[src/rtl/itg_consts.svh]
`ifndef ITG_CONSTS_SVH
`define ITG_CONSTS_SVH

// queue geometry: stages between fetch and the head
`define ITG_QUEUE_DEPTH 3
// tag bit positions inside a two-bit tag
`define ITG_TAG_LO_BIT 0
`define ITG_TAG_HI_BIT 1
// reset values
`define ITG_TAG_NONE 2'h0
`define ITG_WORD_RESET 16'h0000

`endif

[src/rtl/itg_pkg.sv]
package itg_pkg;
    // two-bit tag carried beside each program word: bit1 high byte, bit0 low byte
    typedef logic [1:0] itg_tag_t;
    // one program word in the queue
    typedef logic [15:0] itg_word_t;
    // tagging control states
    typedef enum logic [1:0] {
        ITG_IDLE,
        ITG_ARMED,
        ITG_BGND
    } itg_state_t;
endpackage

[src/rtl/itg_tag_sampler.sv]
`timescale 1ns/10ps
`default_nettype none
`include "itg_consts.svh"
module itg_tag_sampler (
    input wire logic clk, // system clock
    input wire logic sys_rst, // sync reset, active high
    input wire logic external_bus_clock_fall, // falling edge of external bus clock
    input wire logic sample_en, // tagging armed
    input wire logic tag_low_input_n, // low tag pin level
    input wire logic tag_high_input_n, // high tag pin level
    output itg_pkg::itg_tag_t tag_q // latched tag
);
    import itg_pkg::*;
    // =====================================================
    // tag latch
    itg_tag_t tag_d; // next latched tag

    // capture pins at the bus clock falling edge only
    always_comb begin
        tag_d = tag_q;
        if (!sample_en) begin
            tag_d = `ITG_TAG_NONE; // no stale tag once disarmed
        end else if (external_bus_clock_fall) begin
            // each pin decodes on its own, active low
            tag_d[`ITG_TAG_LO_BIT] = ~tag_low_input_n;
            tag_d[`ITG_TAG_HI_BIT] = ~tag_high_input_n;
        end
    end

    // register only
    always_ff @(posedge clk) begin
        if (sys_rst) begin
            tag_q <= `ITG_TAG_NONE;
        end else begin
            tag_q <= tag_d;
        end
    end
endmodule
`default_nettype wire

[src/rtl/itg_tag_queue.sv]
`timescale 1ns/10ps
`default_nettype none
`include "itg_consts.svh"
module itg_tag_queue (
    input wire logic clk, // system clock
    input wire logic sys_rst, // sync reset, active high
    input wire logic flush, // drop queue contents
    input wire logic advance, // shift one stage toward head
    input wire itg_pkg::itg_word_t word_in, // fetched word
    input wire itg_pkg::itg_tag_t tag_in, // tag for fetched word
    output itg_pkg::itg_word_t head_word, // word at head
    output itg_pkg::itg_tag_t head_tag // tag at head
);
    import itg_pkg::*;
    // =====================================================
    // queue storage, tag travels with its word
    itg_word_t word_q [`ITG_QUEUE_DEPTH];
    itg_word_t word_d [`ITG_QUEUE_DEPTH];
    itg_tag_t tagv_q [`ITG_QUEUE_DEPTH];
    itg_tag_t tagv_d [`ITG_QUEUE_DEPTH];

    // next stage values
    always_comb begin
        // hold by default
        for (int i = 0; i < `ITG_QUEUE_DEPTH; i++) begin
            word_d[i] = word_q[i];
            tagv_d[i] = tagv_q[i];
        end
        if (flush) begin
            // flush beats advance
            for (int i = 0; i < `ITG_QUEUE_DEPTH; i++) begin
                word_d[i] = `ITG_WORD_RESET;
                tagv_d[i] = `ITG_TAG_NONE;
            end
        end else if (advance) begin
            // stage 0 apart, so no stage reads below index 0
            word_d[0] = word_in;
            tagv_d[0] = tag_in;
            for (int i = 1; i < `ITG_QUEUE_DEPTH; i++) begin
                // tag moves in lockstep with its word
                word_d[i] = word_q[i-1];
                tagv_d[i] = tagv_q[i-1];
            end
        end
    end

    // register stages
    genvar g;
    generate
        for (g = 0; g < `ITG_QUEUE_DEPTH; g++) begin : g_stage
            always_ff @(posedge clk) begin
                if (sys_rst) begin
                    word_q[g] <= `ITG_WORD_RESET;
                    tagv_q[g] <= `ITG_TAG_NONE;
                end else begin
                    word_q[g] <= word_d[g];
                    tagv_q[g] <= tagv_d[g];
                end
            end
        end
    endgenerate

    assign head_word = word_q[`ITG_QUEUE_DEPTH-1];
    assign head_tag = tagv_q[`ITG_QUEUE_DEPTH-1];
endmodule
`default_nettype wire

[src/rtl/itg_instruction_tagging.sv]
`timescale 1ns/10ps
`default_nettype none
`include "itg_consts.svh"
module itg_instruction_tagging (
    input wire logic clk, // 100 MHz system clock
    input wire logic sys_rst, // sync reset, active high
    input wire logic external_bus_clock_in, // external bus clock level
    input wire logic tag_enable_command, // decoded tag-enable serial command pulse
    input wire logic serial_cmd_valid, // other serial command pulse
    input wire logic strobe_pin_in, // low-byte strobe / low tag pin level
    input wire logic background_pin_in, // background / high tag pin level
    input wire logic low_byte_strobe, // core low-byte strobe to drive
    input wire logic queue_advance, // queue shifts one stage
    input wire logic queue_flush, // queue discarded
    input wire itg_pkg::itg_word_t fetch_word, // fetched program word
    input wire logic break_on_program_control, // program-only break select
    input wire logic bkpt_match, // breakpoint comparator hit on fetch
    input wire logic head_execute, // head instruction about to execute
    input wire logic bgnd_exit, // background debug mode left
    output logic strobe_pin_out, // low-byte strobe drive
    output logic strobe_pin_oe_n, // strobe drive enable, low drives
    output logic tag_active, // tagging armed
    output logic serial_cmd_accept, // serial command passed on
    output logic background_debug_mode, // background mode active
    output logic enter_bgnd, // one-cycle entry pulse
    output itg_pkg::itg_word_t head_word, // word at queue head
    output itg_pkg::itg_tag_t head_tag // tag at queue head
);
    import itg_pkg::*;
    // =====================================================
    // bus clock edge detect (input taken as synchronous)
    logic external_bus_clock_q; // previous bus clock level
    logic external_bus_clock_d;
    logic external_bus_clock_fall; // falling edge this cycle

    always_comb begin
        external_bus_clock_d = external_bus_clock_in;
    end

    always_ff @(posedge clk) begin
        if (sys_rst) begin
            external_bus_clock_q <= 1'h0;
        end else begin
            external_bus_clock_q <= external_bus_clock_d;
        end
    end

    assign external_bus_clock_fall = external_bus_clock_q & ~external_bus_clock_in;

    // =====================================================
    // control state machine
    itg_state_t state_q; // tagging state
    itg_state_t state_d;
    logic tag_active_q, tag_active_d;
    logic bdm_q, bdm_d;
    logic enter_q, enter_d;
    logic accept_q, accept_d;
    logic strobe_q, strobe_d;
    logic strobe_oe_n_q, strobe_oe_n_d;
    itg_tag_t sampled_tag; // latched pin tag
    itg_tag_t q_head_tag; // tag leaving queue
    itg_word_t q_head_word; // word leaving queue
    itg_tag_t fetch_tag; // tag merged with breakpoint
    logic head_hit; // tagged instruction at head

    // a breakpoint on an executable opcode rides the tag path,
    // so data and skipped opcodes never break
    always_comb begin
        fetch_tag = sampled_tag;
        if (break_on_program_control && bkpt_match) begin
            fetch_tag = 2'h3;
        end
    end

    // break only on an instruction actually at the head
    assign head_hit = (q_head_tag != `ITG_TAG_NONE) && head_execute;

    always_comb begin
        state_d = state_q;
        enter_d = 1'h0;
        accept_d = 1'h0;
        case (state_q)
            ITG_IDLE: begin
                accept_d = serial_cmd_valid;
                if (tag_enable_command) begin
                    state_d = ITG_ARMED;
                end
            end
            ITG_ARMED: begin
                // serial commands dropped while armed
                accept_d = 1'h0;
                if (head_hit) begin
                    state_d = ITG_BGND;
                    enter_d = 1'h1;
                end
            end
            ITG_BGND: begin
                accept_d = serial_cmd_valid;
                if (tag_enable_command) begin
                    state_d = ITG_ARMED;
                end else if (bgnd_exit) begin
                    state_d = ITG_IDLE;
                end
            end
            default: begin
                state_d = ITG_IDLE;
            end
        endcase
        // program breakpoint can also stop when not armed
        if (state_q == ITG_IDLE && head_hit) begin
            state_d = ITG_BGND;
            enter_d = 1'h1;
        end
        // no mode input gates any of this
        tag_active_d = (state_d == ITG_ARMED);
        bdm_d = (state_d == ITG_BGND);
        // pin is strobe output unless armed as tag input
        strobe_d = low_byte_strobe;
        strobe_oe_n_d = tag_active_d;
    end

    always_ff @(posedge clk) begin
        if (sys_rst) begin
            state_q <= ITG_IDLE;
            tag_active_q <= 1'h0;
            bdm_q <= 1'h0;
            enter_q <= 1'h0;
            accept_q <= 1'h0;
            strobe_q <= 1'h0;
            strobe_oe_n_q <= 1'h0;
        end else begin
            state_q <= state_d;
            tag_active_q <= tag_active_d;
            bdm_q <= bdm_d;
            enter_q <= enter_d;
            accept_q <= accept_d;
            strobe_q <= strobe_d;
            strobe_oe_n_q <= strobe_oe_n_d;
        end
    end

    // =====================================================
    // head outputs registered
    itg_word_t head_word_q, head_word_d;
    itg_tag_t head_tag_q, head_tag_d;

    always_comb begin
        head_word_d = q_head_word;
        head_tag_d = q_head_tag;
    end

    always_ff @(posedge clk) begin
        if (sys_rst) begin
            head_word_q <= `ITG_WORD_RESET;
            head_tag_q <= `ITG_TAG_NONE;
        end else begin
            head_word_q <= head_word_d;
            head_tag_q <= head_tag_d;
        end
    end

    // =====================================================
    // submodules
    itg_tag_sampler u_sampler (
        .clk(clk),
        .sys_rst(sys_rst),
        .external_bus_clock_fall(external_bus_clock_fall),
        .sample_en(tag_active_q),
        .tag_low_input_n(strobe_pin_in),
        .tag_high_input_n(background_pin_in),
        .tag_q(sampled_tag)
    );

    itg_tag_queue u_queue (
        .clk(clk),
        .sys_rst(sys_rst),
        .flush(queue_flush | enter_q),
        .advance(queue_advance),
        .word_in(fetch_word),
        .tag_in(fetch_tag),
        .head_word(q_head_word),
        .head_tag(q_head_tag)
    );

    assign strobe_pin_out = strobe_q;
    assign strobe_pin_oe_n = strobe_oe_n_q;
    assign tag_active = tag_active_q;
    assign serial_cmd_accept = accept_q;
    assign background_debug_mode = bdm_q;
    assign enter_bgnd = enter_q;
    assign head_word = head_word_q;
    assign head_tag = head_tag_q;
endmodule
`default_nettype wire

[config.mk]
export PLATFORM = sky130hd
export DESIGN_NAME = itg_instruction_tagging
export DESIGN_NICKNAME = d
export VERILOG_FILES = /design/src/rtl/itg_pkg.sv /design/src/rtl/itg_tag_sampler.sv /design/src/rtl/itg_tag_queue.sv /design/src/rtl/itg_instruction_tagging.sv
export VERILOG_INCLUDE_DIRS = /design/src /design/src/rtl
export SDC_FILE = /design/constraint.sdc
export NUM_CORES = 1
export LEC_CHECK = 0
export ABC_AREA = 1
export BUFFER_PORTS_ARGS = -buffer_cell sky130_fd_sc_hd__buf_2
export CORE_MARGIN = 2
export CORE_UTILIZATION = 37
export CTS_CLUSTER_DIAMETER = 40
export DETAILED_ROUTE_END_ITERATION = 7
export PLACE_DENSITY = 0.61
export SLEW_MARGIN = 20
export SYNTH_ARGS = -nofsm -noshare
export SYNTH_HDL_FRONTEND = slang
export SYNTH_SLANG_ARGS = --single-unit
[constraint.sdc]
create_clock -name clk -period 1.4 [get_ports clk]
set_clock_uncertainty 0.2 [all_clocks]
set_input_delay 0.28 -clock clk [delete_from_list [all_inputs] [get_ports clk]]
set_output_delay 0.28 -clock clk [all_outputs]
set_load 0.05 [all_outputs]
==> impl_metrics.json <==
{
  "count_of_flip_flops_with_a_built_in_enable_after_synthesis": 0,
  "synth-seq-area-share_pct": 54.0,
  "route.detailed.drc": 0,
  "critical_path.max_stage_delay_ns": 0.38,
  "core.rowCount": 33,
  "critical_path_class": "reg -> out",
  "die_x_um": 94.6,
  "dp_hpwl_um": 3430,
  "hold_path.class": "in -> reg",
  "timing.final.max_slew_violations": 0,
  "yosysWarnings": 0,
  "tritoncts_num_sinks": 82,
  "post_synth_and_or_nand_nor_area_fraction_pct": 21.3,
  "worst_ir_drop_on_vdd_uv": 439,
  "grt_pass1_vias": 2155,
  "synthTopCellsByArea": "dfxtp_1 54%, nand2_1 15%, a21oi_2 14%",
  "worstPathBufferInverterCount": 1,
  "critical_path.max_fanout": 2,
  "dieArea_um2": 8950,
  "synth_compound_gate_area_share_pct": 14.7,
  "flow.area_growth_from_synthesis_pct": 27.5,
  "buffer_ports.inserted": 53,
  "finalCritPeriodShare_pct": 97.4,
  "holdPathStages": 4,
  "die_h_um": 94.6,
  "critical_path.startpoint": "enter_bgnd$_SDFF_PP0_",
  "effective_utilization_at_floorplan_pct": 37.5,
  "synth_top_family_by_area": "simple AND/OR/NAND/NOR gates",
  "power.density_nw_per_um2": 1220,
  "worst_slew_pin_slew_ns": 0.351,
  "f_max_ghz": 0.733,
  "post-synth-top-area-fraction_pct": 54.0,
  "totalWireLength_um": 5310,
  "wire_length_of_the_first_global_routing_pass_um": 9180,
  "layout.nets": 450,
  "ant_nets": 0,
  "netlist_area_um2": 3040,
  "endpoint_kind": "primary output",
  "clk_root_buffer_cell": "clkbuf_8",
  "syn_inst": 350,
  "share_of_flip_flops_with_an_asynchronous_set_or_reset_after_synthesis_pct": 0,
  "global_route.overflow_total": 0,
  "ys.flop_type": "dfxtp_1",
  "globalRouteTotalUtil_pct": 13.0,
  "floorplan.io_pins": 54,
  "clk_pin_slew_ns": 0.08,
  "synth.ff_latch_count": 82,
  "routed_wire_length_per_instance_um": 10.0,
  "initial_antenna_violation_count": 0,
  "synth_commonest_cells": "119 x nand2_1, 82 x dfxtp_1, 50 x a21oi_2",
  "fill_cells": 840,
  "synth_area_per_cell_um2": 8.68,
  "yosys.cell_types.count": 15,
  "fin_worst_hold_slack_ns": 0.0161,
  "path_delay_family": "flip-flops",
  "worst-endpoint-required_ns": 0.92,
  "setup_viol": 0,
  "maxSlewHeadroom_pct": 76.6,
  "most_frequent_cell_after_synthesis": "nand2_1",
  "worstSkewPairLatency_ns": 0.35,
  "multi_input_comb_area_um2": 1090,
  "antennaDiodeCount": 0,
  "clock_path_buffers": 2,
  "power.leakage_nw": 1.50,
  "seq_area_um2": 1650,
  "yosys.area_share.adder_pct": 0,
  "data_arrival_time_at_the_worst_slack_endpoint_ns": 0.88,
  "ctsHtreeMaxLevel": 3,
  "drive_above_1_share_pct": 30.8,
  "critical_path.reg2reg.startpoint": "enter_bgnd$_SDFF_PP0_",
  "r2r_cells": 5,
  "preCtsSetupSlack_ns": 0.0668,
  "timing.hold.worst.start": "strobe_pin_in",
  "drt_first_pass_iters": 4,
  "number_of_drc_markers_in_iteration_0": 122,
  "count_of_endpoints_failing_hold_in_the_final_timing_report": 0,
  "mappedNetlistNets": 380,
  "core_region_area_um2": 8090,
  "grt_max_degree": 53,
  "numCtsBuffers": 9,
  "vias_per_cell": 4.17,
  "post-route-worst-setup-slack_ns": 0.0360,
  "post-synth-top-area-cell": "dfxtp_1",
  "crit_chain": "buf_8",
  "parity_gate_share_of_the_synthesized_area_counting_xor_and_xnor_cells_pct": 0,
  "gp_routability_congestion": 0.740,
  "vias": 2211,
  "cts_tree": "yes",
  "status": "complete, no violations",
  "slowest_library_cell_on_the_worst_path": "dfxtp_4",
  "timing.final.crit_period_ns": 1.36,
  "startpoint_type": "register",
  "crit_cells": 1,
  "cap_violations": 0,
  "muxShareOfSynthArea_pct": 0
}
==> power breakdown <==
group          switching (W)  leakage, nW  internal [W]
Sequential         0.0000165        0.665       0.00236
Combinational       0.000189        0.719      0.000138
Clock               0.000833        0.113       0.00119
==> through the flow <==
stage                     instances  util, %  setup TNS, ns  area, um2  total power (W)
after floorplan                 350        -              0       3040          0.00265
after global placement          493     41.2              0       3330          0.00271
after detailed placement        493     41.2              0       3330          0.00271
after CTS                       529     47.5              0       3840          0.00478
after global routing            530     47.9       -0.00113       3870          0.00492
final                           530     47.9              0       3870          0.00473
==> cells by family after synthesis <==
logic type	count (synthesis)
buffers and inverters	53
DFF	82
AOI/OAI and AO/OA	52
and+or+nand+nor	163
==> placed cells by master, fill, tap and decap left out <==
cell type / instances
a21oi_1: 2
a21oi_2: 50
buf_12: 4
buf_2: 29
buf_4: 20
buf_6: 2
buf_8: 1
bufinv_16: 3
clkbuf_1: 1
clkbuf_4: 3
clkbuf_8: 9
clkinvlp_4: 2
dfxtp_1: 80
dfxtp_2: 1
dfxtp_4: 1
dlygate4sd3_1: 20
inv_1: 32
inv_2: 1
inv_6: 1
nand2_1: 119
nand2_4: 1
nand3_1: 3
nand4_1: 1
nor2_1: 36
nor2_8: 1
or2_2: 2
==> flip-flops by register name, indices dropped and copies added, names as in the netlist, 2 cells and up <==
| name | count |
|---|---|
| u_queue.tagv_q | 6 |
| head_word | 16 |
| state_q | 2 |
| head_tag | 2 |
| u_sampler.tag_q | 2 |
| u_queue.word_q | 48 |
==> path summary, 6_finish.rpt <==
| check | endpoint | slack, ns |
|---|---|---|
| min | u_sampler.tag_q[0]$_SDFFE_PP0P_ | 0.02 |
| max | enter_bgnd | 0.04 |
| max reg2reg | u_queue.word_q[1][4]$_SDFFE_PP0P_ | 0.07 |
| min reg2reg | head_word[3]$_SDFF_PP0_ | 0.22 |
==> timing repair <==
action | 4_1_cts | 5_1_grt
hold endpoints to repair | 20 | 0
gates resized for setup | 26 | 5
buffers inserted | 0 | 1
setup endpoints to repair | 20 | 5
hold buffers | 20 | 0
==> metal layers <==
layer  part of all wire, %  global-route usage (%)  vias up
met3                   4.1                    2.47       11
met4                   2.6                    8.33        0
met2                    43                    21.1       49
met5                     0                       0        -
met1                    50                    15.8      949
li1                      -                       -     1202
==> area by class of cell <==
class | count | area share, %
Inverter | 33 | 3.20
Clock buffer | 10 | 3.29
Tap cell | 105 | 3.39
Sequential cell | 82 | 42.5
Multi-Input combinational cell | 215 | 28.3
Clock inverter | 6 | 2.94
Timing Repair Buffer | 79 | 16.4
Power figures use the tool's default switching activity.
